==> config.mk <==
export PLATFORM = sky130hd
export DESIGN_NAME = mfpc_pin_config
export DESIGN_NICKNAME = d
export VERILOG_FILES = /design/src/hdl/mfpc_pin_filter.v /design/src/hdl/mfpc_pin_config.v
export VERILOG_INCLUDE_DIRS = /design/src /design/src/shared
export SDC_FILE = /design/constraint.sdc
export NUM_CORES = 1
export LEC_CHECK = 0
export ABC_AREA = 1
export BUFFER_PORTS_ARGS = -buffer_cell sky130_fd_sc_hd__buf_2
export CAP_MARGIN = 20
export CORE_MARGIN = 1
export CORE_UTILIZATION = 35
export DETAILED_ROUTE_END_ITERATION = 12
export PLACE_DENSITY_LB_ADDON = 0.12
export SLEW_MARGIN = 15
export SYNTH_ARGS = -nofsm -noshare
export SYNTH_HDL_FRONTEND = slang
export SYNTH_HIERARCHICAL = 1
export SYNTH_SLANG_ARGS = --single-unit
==> constraint.sdc <==
create_clock -name clk -period 1.8 [get_ports clk]
set_input_delay 0.18 -clock clk [delete_from_list [all_inputs] [get_ports clk]]
set_output_delay 0.18 -clock clk [all_outputs]
set_load 0.01 [all_outputs]
==> src/shared/mfpc_regs.vh <==
// Purpose: register offsets, field positions and timing for the pin 7..9 configuration block
// Assumes: 8-bit registers on the device's internal register port, 100 MHz clock
// Notes: definitions only
`ifndef MFPC_REGS_VH
`define MFPC_REGS_VH

// register offsets
`define MFPC_OFS_PIN7_CONFIG 8'h37
`define MFPC_OFS_PIN8_CONFIG 8'h38
`define MFPC_OFS_PIN9_CONFIG 8'h39
`define MFPC_OFS_OUT_LEVEL_1 8'h3D

// field positions in each pin register
`define MFPC_SEL_HI 7
`define MFPC_SEL_LO 5
`define MFPC_BIT_FILTER 4
`define MFPC_BIT_PULL_EN 3
`define MFPC_BIT_PULL_DIR 2
`define MFPC_BIT_OPEN_DRAIN 1
`define MFPC_BIT_DIRECTION 0

// level bits of pins 7 and 8 in the output-level register
`define MFPC_BIT_OUT7 6
`define MFPC_BIT_OUT8 7

// function codes
`define MFPC_FN_PLAIN 3'h0
`define MFPC_FN_ALT1 3'h1
`define MFPC_FN_ALT2 3'h2
`define MFPC_FN_ALT3 3'h3
`define MFPC_FN_SLEEP1 3'h4
`define MFPC_FN_SLEEP2 3'h5
`define MFPC_FN_WAKE1 3'h6
`define MFPC_FN_WAKE2 3'h7

// reset image used when no non-volatile default is supplied
`define MFPC_RESET_CONFIG 8'h0A

// deglitch time and clock rate
`define MFPC_FILTER_NS 8000
`define MFPC_CLK_PERIOD_NS 10
`define MFPC_FILTER_CYCLES (`MFPC_FILTER_NS / `MFPC_CLK_PERIOD_NS)
// filter counter width, wide enough for the default filter count
`define MFPC_FILTER_CW 10

`endif

==> src/hdl/mfpc_pin_filter.v <==
// Purpose: two-flop synchroniser plus optional deglitch filter for one pin input
// Assumes: pin_in is asynchronous to clk
// Notes: with filtering on, the output follows only after a stable run of FILTER_CYCLES
`timescale 1ns/10ps
`include "mfpc_regs.vh"
module mfpc_pin_filter #(
    parameter FILTER_CYCLES = `MFPC_FILTER_CYCLES,
    parameter CW = 10
) (
    input wire clk,
    input wire arst_n,
    input wire pin_in,
    input wire filter_en,
    output reg level_r
);
    reg sync1_r; // first stage, read only by sync2_r
    reg sync2_r; // synchronised level
    reg [CW-1:0] cnt_r; // cycles the synchronised level has stood unchanged
    localparam integer LIMIT_FULL = FILTER_CYCLES - 1; // last count before accept
    wire [CW-1:0] limit = LIMIT_FULL[CW-1:0]; // cut to the counter width on purpose

    // synchroniser
    always @(posedge clk or negedge arst_n) begin
        if (!arst_n) begin
            sync1_r <= 1'b0;
            sync2_r <= 1'b0;
        end else begin
            sync1_r <= pin_in;
            sync2_r <= sync1_r;
        end
    end

    // filter: restart count whenever the input equals the output, accept after full stable time
    always @(posedge clk or negedge arst_n) begin
        if (!arst_n) begin
            cnt_r <= {CW{1'b0}};
            level_r <= 1'b0;
        end else if (!filter_en) begin
            // only synchronisation
            cnt_r <= {CW{1'b0}};
            level_r <= sync2_r;
        end else if (sync2_r == level_r) begin
            // no change pending
            cnt_r <= {CW{1'b0}};
        end else if (cnt_r == limit) begin
            // stable for the whole filter time
            cnt_r <= {CW{1'b0}};
            level_r <= sync2_r;
        end else begin
            cnt_r <= cnt_r + 1'b1;
        end
    end
endmodule

==> src/hdl/mfpc_pin_config.v <==
// Purpose: configuration registers and function routing for multi-function pins 7, 8 and 9
// Assumes: register port is the device's internal 8-bit one; pad cells take pull controls
// Notes: reset images are loaded from non-volatile defaults when nvm_valid goes high
//
// How it works
// pin 7 select: plain, error, reference, monitor1, sleep, wake
// pin 8 select: plain, link clock, monitor2, sleep, wake
// pin 9 select: plain, link data, power_good_output, sync, sleep, wake
// filter bit adds 8 us deglitch to inputs
// bit 3 enables the pull resistor
// bit 2 picks pull up, only when enabled
// bit 1 picks open-drain or push-pull output
// bit 0 sets direction, 1 is output
// each register resets to 0x0A; the 0x3D level bits reset to 0, so 0x3D reads 0x00
// reset values come from non-volatile defaults
// three read/write registers at 0x37..0x39
// plain output level from 0x3D bits
// filtered level changes only after full stable time
`timescale 1ns/10ps
`include "mfpc_regs.vh"
module mfpc_pin_config #(
    parameter FILTER_CYCLES = `MFPC_FILTER_CYCLES
) (
    input wire clk,
    input wire arst_n,
    input wire [7:0] reg_addr,
    input wire [7:0] reg_wdata,
    input wire reg_wr,
    input wire reg_rd,
    output reg [7:0] reg_rdata_r,
    input wire nvm_valid,
    input wire [7:0] nvm_pin7_config,
    input wire [7:0] nvm_pin8_config,
    input wire [7:0] nvm_pin9_config,
    input wire [1:0] nvm_out_level,
    input wire [2:0] pin_in,
    output reg [2:0] pin_out_r,
    output reg [2:0] pin_oe_r,
    output reg [2:0] pin_pull_up_en_r,
    output reg [2:0] pin_pull_down_en_r,
    input wire reference_output,
    input wire power_good_output,
    input wire pmic_link_data_out,
    input wire pmic_link_data_oe,
    output reg processor_error_input_r,
    output reg voltage_monitor_one_input_r,
    output reg voltage_monitor_two_input_r,
    output reg pmic_link_clock_pin_r,
    output reg pmic_link_data_pin_r,
    output reg external_sync_clock_input_r,
    output reg [2:0] sleep_control_one_r,
    output reg [2:0] sleep_control_two_r,
    output reg [2:0] wake_one_r,
    output reg [2:0] wake_two_r,
    output reg [2:0] plain_input_r
);
    reg [7:0] cfg_r [0:2]; // pin configuration registers, index 0 is pin 7
    reg [1:0] out_level_r; // plain output levels, bit 0 pin 7, bit 1 pin 8
    reg nvm_seen_r; // non-volatile defaults already taken
    wire [2:0] level; // filtered input levels
    reg [2:0] drv_out_nxt; // driven value per pin
    reg [2:0] drv_oe_nxt; // driver enable per pin
    reg [2:0] src_val; // value the selected function wants on the pin
    reg [2:0] src_oe; // selected function drives the pin
    reg [7:0] rdata_nxt; // read data mux
    reg [2:0] sel; // loop copy of select

    // one filter per pin
    genvar g;
    generate
        for (g = 0; g < 3; g = g + 1) begin : g_filt
            mfpc_pin_filter #(
                .FILTER_CYCLES(FILTER_CYCLES),
                .CW(`MFPC_FILTER_CW)
            ) u_filt (
                .clk(clk),
                .arst_n(arst_n),
                .pin_in(pin_in[g]),
                .filter_en(cfg_r[g][`MFPC_BIT_FILTER]),
                .level_r(level[g])
            );
        end
    endgenerate

    // register file: fixed reset image, non-volatile load once, then software writes
    always @(posedge clk or negedge arst_n) begin
        if (!arst_n) begin
            cfg_r[0] <= `MFPC_RESET_CONFIG;
            cfg_r[1] <= `MFPC_RESET_CONFIG;
            cfg_r[2] <= `MFPC_RESET_CONFIG;
            out_level_r <= 2'h0;
            nvm_seen_r <= 1'b0;
        end else if (nvm_valid && !nvm_seen_r) begin
            // load defaults from non-volatile memory
            cfg_r[0] <= nvm_pin7_config;
            cfg_r[1] <= nvm_pin8_config;
            cfg_r[2] <= nvm_pin9_config;
            out_level_r <= nvm_out_level;
            nvm_seen_r <= 1'b1;
        end else if (reg_wr) begin
            // software writes, all fields read/write
            case (reg_addr)
                `MFPC_OFS_PIN7_CONFIG: begin
                    cfg_r[0] <= reg_wdata;
                end
                `MFPC_OFS_PIN8_CONFIG: begin
                    cfg_r[1] <= reg_wdata;
                end
                `MFPC_OFS_PIN9_CONFIG: begin
                    cfg_r[2] <= reg_wdata;
                end
                `MFPC_OFS_OUT_LEVEL_1: begin
                    out_level_r[0] <= reg_wdata[`MFPC_BIT_OUT7];
                    out_level_r[1] <= reg_wdata[`MFPC_BIT_OUT8];
                end
                default: begin
                    out_level_r <= out_level_r; // unmapped: ignored
                end
            endcase
        end
    end

    // read mux; unmapped offsets read zero
    always @* begin
        rdata_nxt = 8'h00;
        case (reg_addr)
            `MFPC_OFS_PIN7_CONFIG: rdata_nxt = cfg_r[0];
            `MFPC_OFS_PIN8_CONFIG: rdata_nxt = cfg_r[1];
            `MFPC_OFS_PIN9_CONFIG: rdata_nxt = cfg_r[2];
            `MFPC_OFS_OUT_LEVEL_1: begin
                rdata_nxt[`MFPC_BIT_OUT7] = out_level_r[0];
                rdata_nxt[`MFPC_BIT_OUT8] = out_level_r[1];
            end
            default: rdata_nxt = 8'h00;
        endcase
    end

    // output side function select per pin
    always @* begin : src_select
        integer i; // loop index, local so each process owns its own
        i = 0;
        src_val = 3'h0;
        src_oe = 3'h0;
        sel = 3'h0;
        for (i = 0; i < 3; i = i + 1) begin
            sel = cfg_r[i][`MFPC_SEL_HI:`MFPC_SEL_LO];
            if (sel == `MFPC_FN_PLAIN && i < 2) begin
                src_val[i] = out_level_r[i];
                src_oe[i] = 1'b1;
            end else if (sel == `MFPC_FN_PLAIN) begin
                src_val[i] = 1'b0; // pin 9 level bit lives elsewhere
                src_oe[i] = 1'b1;
            end
        end
        // pin 7 reference output
        if (cfg_r[0][`MFPC_SEL_HI:`MFPC_SEL_LO] == `MFPC_FN_ALT2) begin
            src_val[0] = reference_output;
            src_oe[0] = 1'b1;
        end
        // pin 9 power good or link data
        if (cfg_r[2][`MFPC_SEL_HI:`MFPC_SEL_LO] == `MFPC_FN_ALT2) begin
            src_val[2] = power_good_output;
            src_oe[2] = 1'b1;
        end else if (cfg_r[2][`MFPC_SEL_HI:`MFPC_SEL_LO] == `MFPC_FN_ALT1) begin
            src_val[2] = pmic_link_data_out;
            src_oe[2] = pmic_link_data_oe;
        end
    end

    // pad driver: direction, then push-pull or open-drain
    always @* begin : pad_drive
        integer i; // loop index, local so each process owns its own
        i = 0;
        drv_out_nxt = 3'h0;
        drv_oe_nxt = 3'h0;
        for (i = 0; i < 3; i = i + 1) begin
            if (cfg_r[i][`MFPC_BIT_DIRECTION] && src_oe[i]) begin
                if (cfg_r[i][`MFPC_BIT_OPEN_DRAIN]) begin
                    drv_out_nxt[i] = 1'b0;
                    drv_oe_nxt[i] = ~src_val[i];
                end else begin
                    drv_out_nxt[i] = src_val[i];
                    drv_oe_nxt[i] = 1'b1;
                end
            end
        end
    end

    // registered pad controls and read data
    always @(posedge clk or negedge arst_n) begin : pad_regs
        integer i; // loop index, local so each process owns its own
        if (!arst_n) begin
            pin_out_r <= 3'h0;
            pin_oe_r <= 3'h0;
            pin_pull_up_en_r <= 3'h0;
            pin_pull_down_en_r <= 3'h0;
            reg_rdata_r <= 8'h00;
        end else begin
            pin_out_r <= drv_out_nxt;
            pin_oe_r <= drv_oe_nxt;
            for (i = 0; i < 3; i = i + 1) begin
                pin_pull_up_en_r[i] <= cfg_r[i][`MFPC_BIT_PULL_EN] &
                    cfg_r[i][`MFPC_BIT_PULL_DIR];
                pin_pull_down_en_r[i] <= cfg_r[i][`MFPC_BIT_PULL_EN] &
                    ~cfg_r[i][`MFPC_BIT_PULL_DIR];
            end
            if (reg_rd) begin
                reg_rdata_r <= rdata_nxt;
            end
        end
    end

    // input side routing of filtered levels to functions
    always @(posedge clk or negedge arst_n) begin : in_route
        integer i; // loop index, local so each process owns its own
        if (!arst_n) begin
            processor_error_input_r <= 1'b0;
            voltage_monitor_one_input_r <= 1'b0;
            voltage_monitor_two_input_r <= 1'b0;
            pmic_link_clock_pin_r <= 1'b0;
            pmic_link_data_pin_r <= 1'b0;
            external_sync_clock_input_r <= 1'b0;
            sleep_control_one_r <= 3'h0;
            sleep_control_two_r <= 3'h0;
            wake_one_r <= 3'h0;
            wake_two_r <= 3'h0;
            plain_input_r <= 3'h0;
        end else begin
            processor_error_input_r <= level[0] &
                (cfg_r[0][`MFPC_SEL_HI:`MFPC_SEL_LO] == `MFPC_FN_ALT1);
            voltage_monitor_one_input_r <= level[0] &
                (cfg_r[0][`MFPC_SEL_HI:`MFPC_SEL_LO] == `MFPC_FN_ALT3);
            pmic_link_clock_pin_r <= level[1] &
                (cfg_r[1][`MFPC_SEL_HI:`MFPC_SEL_LO] == `MFPC_FN_ALT1);
            voltage_monitor_two_input_r <= level[1] &
                ((cfg_r[1][`MFPC_SEL_HI:`MFPC_SEL_LO] == `MFPC_FN_ALT2) |
                 (cfg_r[1][`MFPC_SEL_HI:`MFPC_SEL_LO] == `MFPC_FN_ALT3));
            pmic_link_data_pin_r <= level[2] &
                (cfg_r[2][`MFPC_SEL_HI:`MFPC_SEL_LO] == `MFPC_FN_ALT1);
            external_sync_clock_input_r <= level[2] &
                (cfg_r[2][`MFPC_SEL_HI:`MFPC_SEL_LO] == `MFPC_FN_ALT3);
            for (i = 0; i < 3; i = i + 1) begin
                sleep_control_one_r[i] <= level[i] &
                    (cfg_r[i][`MFPC_SEL_HI:`MFPC_SEL_LO] == `MFPC_FN_SLEEP1);
                sleep_control_two_r[i] <= level[i] &
                    (cfg_r[i][`MFPC_SEL_HI:`MFPC_SEL_LO] == `MFPC_FN_SLEEP2);
                wake_one_r[i] <= level[i] &
                    (cfg_r[i][`MFPC_SEL_HI:`MFPC_SEL_LO] == `MFPC_FN_WAKE1);
                wake_two_r[i] <= level[i] &
                    (cfg_r[i][`MFPC_SEL_HI:`MFPC_SEL_LO] == `MFPC_FN_WAKE2);
                plain_input_r[i] <= level[i] & ~cfg_r[i][`MFPC_BIT_DIRECTION] &
                    (cfg_r[i][`MFPC_SEL_HI:`MFPC_SEL_LO] == `MFPC_FN_PLAIN);
            end
        end
    end
endmodule

* Yosys cells after proc, flatten, opt, wreduce, memory -nomap -nowiden
Cells that the tools add are included.
** Storage, ports and cells
- Bits in latches :: 0
- Bits in read-only memories :: 0
- Memories :: 0
- Register bits after elaboration :: 107
- Memory bits (writable) :: 0
- Output and inout port bits :: 41
- Logic and storage cells :: 184
** Operators by class
- Divide/modulo/power cells :: 0
- Reductions and logical operators :: 20
- $add $sub $neg :: 3
- Shift operators :: 0
- Multiply operators :: 0
- Magnitude comparators :: 0
- Muxes and demuxes :: 51
- Bitwise gates (word level) :: 40
- Eq/ne operators :: 37
** Operator list (count)
- two-way mux 10 bit :: 9
- two-way mux 24 bit :: 2
- equality test 3 bit, second input constant :: 12
- equality test 8 x 6 -> 1 bit, second input constant :: 4
- two-way mux 1 bit :: 32
- adder 10 x 1 -> 10 bit, second input constant :: 3
- AND 1 bit :: 30
- equality test 10 bit, second input constant :: 3
- two-way mux 8 bit :: 3
- equality test 3 x 2 -> 1 bit, second input constant :: 6
- case mux 6 bit (3 select lines) :: 1
- AND reduction 2 bit :: 7
- nonzero test 2 bit :: 5
- equality test 3 x 1 -> 1 bit, second input constant :: 3
- logical NOT 3 bit :: 3
- NOT 1 bit :: 9
- case mux 2 bit (4 select lines) :: 1
- two-way mux 2 bit :: 3
- inequality test 2 x 1 -> 1 bit, second input constant :: 3
- inequality test 2 bit, second input constant :: 3
- logical AND 1 bit :: 4
- equality test 1 bit :: 3
- logical NOT 1 bit :: 1
- bitwise OR 1 bit :: 1

* Logic depth before layout (Yosys ltp)
Gate-level depths: netlist (run 1).
- Word-level depth :: 6
- Mapped depth :: 9
- Gate-level depth less buffers :: 8

* Hierarchy
Netlist (run 1), hierarchy kept.
** By module, submodules not included
- mfpc_pin_config :: cells each 378, times used 1, sequential area each 1709.1 µm², area each 3198.1 µm²
- mfpc_pin_filter (g_filt[1].u_filt ...) :: cells each 75, times used 2, sequential area each 325.3 µm², area each 668.1 µm²
- mfpc_pin_filter (g_filt[0].u_filt) :: cells each 76, times used 1, sequential area each 325.3 µm², area each 701.9 µm²

* Least setup slack after synthesis (run 1)
Ideal clock, no wire load.
- Kind :: reg2reg
- From :: reg g_filt[0].u_filt.cnt_r[0]
- To :: reg g_filt[0].u_filt.cnt_r[6]
- Period minus slack after synthesis :: 1.169 ns
- Data arrival time :: 1.051 ns
- Path slack :: 0.631 ns
- Cell stages (with the launch flop) :: 7
- Cell sequence :: dfrtp_1 ha_1 nand2_2 nor2_8 nand2_2 xor2_1 nor2_2
** On the way
- Cells in the longest elaborated chain, start to end :: 4
- Elaborated cells on any way between the ends :: 5
- Those cells by class :: 1 x add/sub; 1 x eq/ne; 3 x mux
** Ends and longest elaborated chain
- start: declaration :: RTL line mfpc_pin_filter.v:18 : reg [CW-1:0] cnt_r;
- start signal: assignment :: RTL line mfpc_pin_filter.v:36 : cnt_r <= {CW{1'b0}};
- start signal: assignment :: RTL line mfpc_pin_filter.v:40 : cnt_r <= {CW{1'b0}};
- start signal: assignment :: RTL line mfpc_pin_filter.v:44 : cnt_r <= {CW{1'b0}};
- adder 10 x 1 -> 10 bit or equality test 10 bit (tied branches) :: RTL line mfpc_pin_filter.v:50, mfpc_pin_filter.v:45
- two-way mux 10 bit (*) :: RTL line mfpc_pin_filter.v:45 : end else if (cnt_r == limit) begin
- two-way mux 10 bit (*) :: RTL line mfpc_pin_filter.v:42 : end else if (sync2_r == level_r) begin
- two-way mux 10 bit (*) :: RTL line mfpc_pin_filter.v:38 : end else if (!filter_en) begin
Every way passes the cells marked *; elsewhere a longest branch is shown, timed or not.
A chain may end at the register's enable or synchronous reset.

* Worst setup path in the final report (run 1)
- From :: reg nvm_seen_r
- To :: reg cfg_r[4] (netlist name)
** On the way
- Cells in the longest elaborated chain, start to end :: 4
- Elaborated cells on any way between the ends :: 6
- Those cells by class :: 1 x mux; 5 x reduce/logical
** Ends and longest elaborated chain
- start: declaration :: RTL line mfpc_pin_config.v:59 : reg nvm_seen_r;
- start signal: assignment :: RTL line mfpc_pin_config.v:92 : nvm_seen_r <= 1'b0;
- start signal: assignment :: RTL line mfpc_pin_config.v:99 : nvm_seen_r <= 1'b1;
- logical NOT 1 bit (*) :: RTL line mfpc_pin_config.v:93 : end else if (nvm_valid && !nvm_seen_r) begin
- logical AND 1 bit (*) :: RTL line mfpc_pin_config.v:93
- nonzero test 2 bit (no source line)
- AND reduction 2 bit (no source line)
- end: declaration :: RTL line mfpc_pin_config.v:57 : reg [7:0] cfg_r [0:2];
Marked as above.

==> key figures, run 1 <==
Hold path
  – Hold WC Path Type: input pin to register

Floorplan
  – Starting density of the core: 0.359
  – Die Ht: 124 um
  – Boundary Pins: 95
  – DIE AREA: 15,500 um2
  – Row Count: 44
  – Die X: 124 um
  – Core footprint: 14,600 um2

Detailed routing
  – WL final: 12,200 um
  – DR vias/cell: 4.51
  – Drt pass-1 iters: 4
  – Avg WL per Cell: 13.6 um
  – Starting DRT DRC Count: 234
  – DRC Markers: 0
  – DR vias: 4,054
  – Post-DRT Antenna Nets: 0

Cells and area
  – Largest regs: g_filt.u_filt/cnt_r x30, cfg_r x24, reg_rdata_r x8
  – Max reg flops: 30
  – Layout cells sized above 1: 0.269
  – Area grow syn2layout: 19.7%
  – Fin nets: 767
  – Largest Register: g_filt.u_filt/cnt_r
  – Ant diodes: 0

Timing
  – Slew @ Worst Pin: 0.521 ns
  – Final setup TNS: 0 ns
  – F_max: 672 MHz
  – RSZ-0062 raised after global routing: false
  – Hold Fails Final Rpt: 0
  – Clock Skew: 0.00743 ns
  – Final setup viols: 0
  – Tmin final: 1.49 ns
  – Final Worst Setup Slack: 0.311 ns
  – Max-slew headroom: 0.651
  – Fin crit share: 0.827
  – Final max-slew violation count: 0

Placement
  – GP Congestion: 0.838
  – Final HPWL DP: 9510 um
  – Place WS: 0.346 ns
  – Port Buffer Count: 94

Critical path
  – Required @ worst endpoint: 2.07 ns
  – CP arrival: 1.76 ns
  – CP Launch Type: register
  – Critical path type: register to register
  – Max FO, Critical Path: 36
  – CP Capture Type: register
  – Setup slack, reg-to-reg: 0.31 ns

Run status
  – Status: finished clean

Clock tree
  – CTS Buf Count: 9
  – Resize count post-CTS: 0
  – CTS root buf: clkbuf_16
  – H-tree Lvls: 3
  – Clock Tree Buf Depth: 2
  – TritonCTS clock tree: built
  – Worst-Skew Late Latency: 0.34 ns
  – Clock Sink Count: 107
  – Clk slew on worst S/H paths: 0.07 ns
  – Post-CTS Setup Bufs: 0

Power
  – PwrDens: 765 nW/um2
  – Leak pwr: 3.37 nW
  – Overall Power: 4.79 mW
  – Peak supply drop: 0.000555 V

Logic synthesis
  – Average cell area after synthesis: 8.67 um2
  – Syn Inst Count: 604
  – Synth top area share: 0.483
  – Cell type with the highest aggregate area in the netlist: dfrtp_1
  – Synth Register Bits: 107
  – Syn Std Cell Area: 5240 um2
  – Net count after synthesis: 661
  – Post-synthesis sequential area ratio: 0.513
  – Unique cell type count in the Yosys netlist: 37
  – Synth warn: 6
  – Largest cells by area after synthesis: dfrtp_1, nand2_1, nand3_1

Global route
  – Tot GR Track Use: 0.171
  – First-pass GRT wire length: 20,800 um
  – Vias in the first global route: 4,199
  – Initial antenna violation count: 0
  – Largest net degree at the start of global routing: 37
  – Total gr overflow: 0

Flow run
  – Max-cap check violation count: 0
-- report_power, final --
group          switching, mW  total [mW]  internal [mW]
registers             0.0556        2.52           2.47
clock network          0.846        1.92           1.08
logic                  0.214       0.345          0.131
total                   1.12        4.79           3.68
-- critical path, stage by stage, from the launching register on --
cell and delay, ns:
dfrtp_1 0.34, inv_2 0.05, nand2_4 0.15, inv_4 0.18
o21ai_4 0.47, nand2_1 0.13, o21ai_2 0.08
-- cell type report --
class                           instances  area, um2
Fill cell                            1442       8320
Sequential cell                       107       2690
Multi-Input combinational cell        413       2220
Timing Repair Buffer                  103        563
Inverter                               76        288
Clock buffer                           11        233
Tap cell                              184        230
Clock inverter                          5       53.8
-- worst paths after layout --
path / cells past startpoint / startpoint / endpoint
worst max-delay path: 6 / nvm_seen_r / cfg_r[4]
worst min-delay path: 3 / nvm_pin7_config[6] / cfg_r[22]
worst max register to register: 6 / nvm_seen_r / cfg_r[4]
worst min register to register: 0 / g_filt[2].u_filt/sync1_r / g_filt[2].u_filt/sync2_r
max in group asynchronous: 3 / arst_n / cfg_r[3]
min in group asynchronous: 2 / arst_n / g_filt[1].u_filt/cnt_r[0]
-- through the flow --
stage | area [um2] | cells | hold slack (ns) | util
finish | 6270 | 899 | 0.0592 | 0.430
global route | 6270 | 899 | 0.0603 | 0.430
CTS | 6270 | 899 | 0.0438 | 0.430
detailed placement | 5940 | 879 | 0.165 | 0.407
global placement | 5940 | 879 | 0.161 | 0.407
floorplan | 5240 | 604 | -0.116 | -
-- layout by cell type, fill, tap and decap left out, drive strengths merged --
cell type,count
a21o,2
a21oi,4
a31oi,2
buf,99
bufinv,1
clkbuf,11
clkinv,3
dfrtp,101
dfstp,6
dlygate4sd3,4
ha,3
inv,77
nand2,197
nand3,62
nand3b,3
nand4,6
nor2,83
nor3,9
nor3b,1
o2111ai,1
o21ai,23
o21bai,3
or2,1
xnor2,3
xor2,10
-- repair_timing --
item,in CTS,in global routing
hold endpoints to repair,29,0
hold buffers,4,0
endpoints found under the setup margin,0,0
-- synth_stat cells, drive strengths merged --
cell type / number
nor2: 83
a21oi: 4
buf: 7
clkbuf: 1
dfrtp: 101
nand4: 6
nand3: 62
nor3: 9
o21bai: 3
a31oi: 2
nand2: 197
xor2: 10
o21ai: 23
xnor2: 3
o2111ai: 1
nand3b: 3
dfstp: 6
inv: 76
nor3b: 1
ha: 3
a21o: 2
or2: 1
-- per-layer routing --
layer | vias to the layer above | GRT usage | wire (um)
li1 | 2090 | - | -
met1 | 1869 | 0.231 | 5910
met2 | 83 | 0.271 | 5710
met3 | 12 | 0.0430 | 449
met4 | 0 | 0.0482 | 142
met5 | - | 0 | 0
-- cells by family (layout without fill, tap and decap cells) --
family                     after synthesis  count (layout)  synth area share
and+or+nand+nor                        362             362             0.347
AOI/OAI and AO/OA                       35              35            0.0476
xor gates and xnor gates                13              13            0.0217
buffers and inverters                   84             195            0.0640
adders and majority gates                3               3           0.00717
DFF                                    107             107             0.513
No activity file was read; power rests on OpenSTA's default activity.
==> run 2, diff against run 1 <==
==> constraint.sdc (replaced) <==
create_clock -name clk -period 1.5 [get_ports clk]
set_input_delay 0.15 -clock clk [delete_from_list [all_inputs] [get_ports clk]]
set_output_delay 0.15 -clock clk [all_outputs]
set_load 0.01 [all_outputs]
==> key figures, run 2 (synthesis results as in run 1) <==
Run status
  – Status: finished clean (unchanged)

Critical path
  – Worst setup path end: g_filt[1].u_filt/cnt_r[8] (was cfg_r[4])
  – CP arrival: 1.54 ns (was 1.76 ns)
  – Worst Reg-to-Reg Cells: 6 (unchanged)
  – Beginning of the critical path: g_filt[1].u_filt/cnt_r[0] (was nvm_seen_r)
  – Required @ worst endpoint: 1.74 ns (was 2.07 ns)
  – CP Launch Type: register (unchanged)
  – Setup slack, reg-to-reg: 0.20 ns (was 0.31 ns)
  – Critical path type: register to register (unchanged)
  – R2R Path Start: g_filt[1].u_filt/cnt_r[0] (was nvm_seen_r)
  – CP Capture Type: register (unchanged)
  – Crit Reg-Reg Endpoint: g_filt[1].u_filt/cnt_r[8] (was cfg_r[4])
  – Max FO, Critical Path: 5 (was 36)

Timing
  – Slew @ Worst Pin: 0.493 ns (was 0.521 ns)
  – Clock Skew: 0.00935 ns (was 0.00743 ns)
  – Fin crit share: 0.868 (was 0.827)
  – Final setup TNS: 0 ns (unchanged)
  – Hold Fails Final Rpt: 0 (unchanged)
  – Tmin final: 1.30 ns (was 1.49 ns)
  – RSZ-0062 raised after global routing: false (unchanged)
  – Final setup viols: 0 (unchanged)
  – Final Worst Setup Slack: 0.198 ns (was 0.311 ns)
  – Final max-slew violation count: 0 (unchanged)
  – F_max: 768 MHz (was 672 MHz)
  – Max-slew headroom: 0.671 (was 0.651)

Floorplan
  – Row Count: 44 (unchanged)
  – Starting density of the core: 0.359 (unchanged)
  – Die Ht: 124 um (unchanged)
  – Boundary Pins: 95 (unchanged)
  – DIE AREA: 15,500 um2 (unchanged)
  – Die X: 124 um (unchanged)
  – Core footprint: 14,600 um2 (unchanged)

Detailed routing
  – Drt pass-1 iters: 5 (was 4)
  – Met2 wire len: 6170 um (was 5710 um)
  – Metal3 WL: 498 um (was 449 um)
  – DR vias/cell: 4.63 (was 4.51)
  – Avg WL per Cell: 14.2 um (was 13.6 um)
  – Post-DRT Antenna Nets: 0 (unchanged)
  – WL met1: 6070 um (was 5910 um)
  – Max Used Layer: met4 (unchanged)
  – WL final: 12,800 um (was 12,200 um)
  – Starting DRT DRC Count: 219 (was 234)
  – DR vias: 4,188 (was 4,054)
  – DRC Markers: 0 (unchanged)

Power
  – Peak supply drop: 0.000519 V (was 0.000555 V)
  – Leak pwr: 3.42 nW (was 3.37 nW)
  – PwrDens: 945 nW/um2 (was 765 nW/um2)

Flow run
  – Max-cap check violation count: 0 (unchanged)

Clock tree
  – Clk slew on worst S/H paths: 0.08 ns (was 0.07 ns)
  – Worst-Skew Late Latency: 0.35 ns (was 0.34 ns)
  – CTS Buf Count: 9 (unchanged)
  – Resize count post-CTS: 0 (unchanged)
  – H-tree Lvls: 3 (unchanged)
  – Clock Sink Count: 107 (unchanged)
  – CTS root buf: clkbuf_16 (unchanged)
  – TritonCTS clock tree: built (unchanged)
  – Clock Tree Buf Depth: 2 (unchanged)

Global route
  – Largest net degree at the start of global routing: 34 (was 37)
  – First-pass GRT wire length: 21,400 um (was 20,800 um)
  – Initial antenna violation count: 0 (unchanged)
  – Total gr overflow: 0 (unchanged)
  – Vias in the first global route: 4,257 (was 4,199)
  – Tot GR Track Use: 0.176 (was 0.171)

Cells and area
  – Area grow syn2layout: 21.5% (was 19.7%)
  – Largest Register: g_filt.u_filt/cnt_r (unchanged)
  – Sequential Area: 2690 um2 (unchanged)
  – Area occupied by multi-input gates: 2220 um2 (unchanged)
  – Largest regs: g_filt.u_filt/cnt_r x30, cfg_r x24, reg_rdata_r x8 (unchanged)
  – Layout cells sized above 1: 0.276 (was 0.269)
  – Ant diodes: 0 (unchanged)
  – Most frequent cells in the layout: nand2_1, dfrtp_1, buf_2 (unchanged)
  – Most common cell after layout, fill and taps aside: nand2_1 (unchanged)
  – Fin nets: 772 (was 767)
  – Max reg flops: 30 (unchanged)
  – FILL cells: 1,466 (was 1,442)

Placement
  – Final HPWL DP: 9840 um (was 9510 um)
  – GP Congestion: 0.851 (was 0.838)
  – Port Buffer Count: 94 (unchanged)
  – Place WS: 0.153 ns (was 0.346 ns)

Hold path
  – Hold WC Path Type: input pin to register (unchanged)
==> run 2: worst min path at each step <==
stage                                  start                        end  slack [ns]  depth (start not counted)
after floorplan                       arst_n                   cfg_r[0]       -0.15                          0
final                     nvm_pin8_config[1]                   cfg_r[9]        0.02                          3
after global routing      nvm_pin7_config[0]                  cfg_r[16]        0.01                          3
after detailed placement              arst_n  g_filt[0].u_filt/cnt_r[3]        0.15                          1
after global placement                arst_n   g_filt[1].u_filt/level_r        0.15                          1
after CTS                 nvm_pin7_config[0]                  cfg_r[16]       0.002                          3
==> run 2: layout make-up <==
class / count / area share
repair buffers: 108 / 0.0983
clock inverters: 7 / 0.0146
inverters: 76 / 0.0452
flip-flops and latches: 107 / 0.422
clock buffers: 9 / 0.0354
multi-input cells: 413 / 0.348
well taps: 184 / 0.0362
==> run 2: what timing repair did <==
action                                  4_1_cts  5_1_grt
endpoints found under the hold margin        31        0
endpoints found under the setup margin        0        1
hold buffers                                  4        0
buffers inserted                              0        4
==> run 2: power breakdown <==
| part | switching [mW] | internal [mW] |
|---|---|---|
| combinational | 0.264 | 0.161 |
| clock | 1.10 | 1.46 |
| sequential | 0.0688 | 2.96 |
| total | 1.43 | 4.58 |
==> run 2: worst max-delay path: stages (launching register included) <==
cell and delay [ns]:
dfrtp_1 0.40, ha_1 0.21, nand2_2 0.09, nor2_4 0.20, nand2_1 0.11, o21ai_1 0.14, nor2_1 0.05
==> run 2: layer usage <==
| layer | global-route usage | vias to the layer above |
|---|---|---|
| li1 | - | 2106 |
| met1 | 0.236 | 1965 |
| met2 | 0.279 | 109 |
| met3 | 0.0434 | 8 |
| met4 | 0.0553 | 0 |
| met5 | 0 | - |
==> run 2: per-stage QoR <==
step / hold WS, ns / util / area [um2] / instances / power [mW]
global route: 0.0134 / 0.436 / 6360 / 904 / 6.27
detailed placement: 0.149 / 0.410 / 5970 / 880 / 3.51
floorplan: -0.146 / - / 5240 / 604 / 3.26
CTS: 0.00170 / 0.434 / 6330 / 900 / 6.12
finish: 0.0204 / 0.436 / 6360 / 904 / 6.01
global placement: 0.150 / 0.410 / 5970 / 880 / 3.50
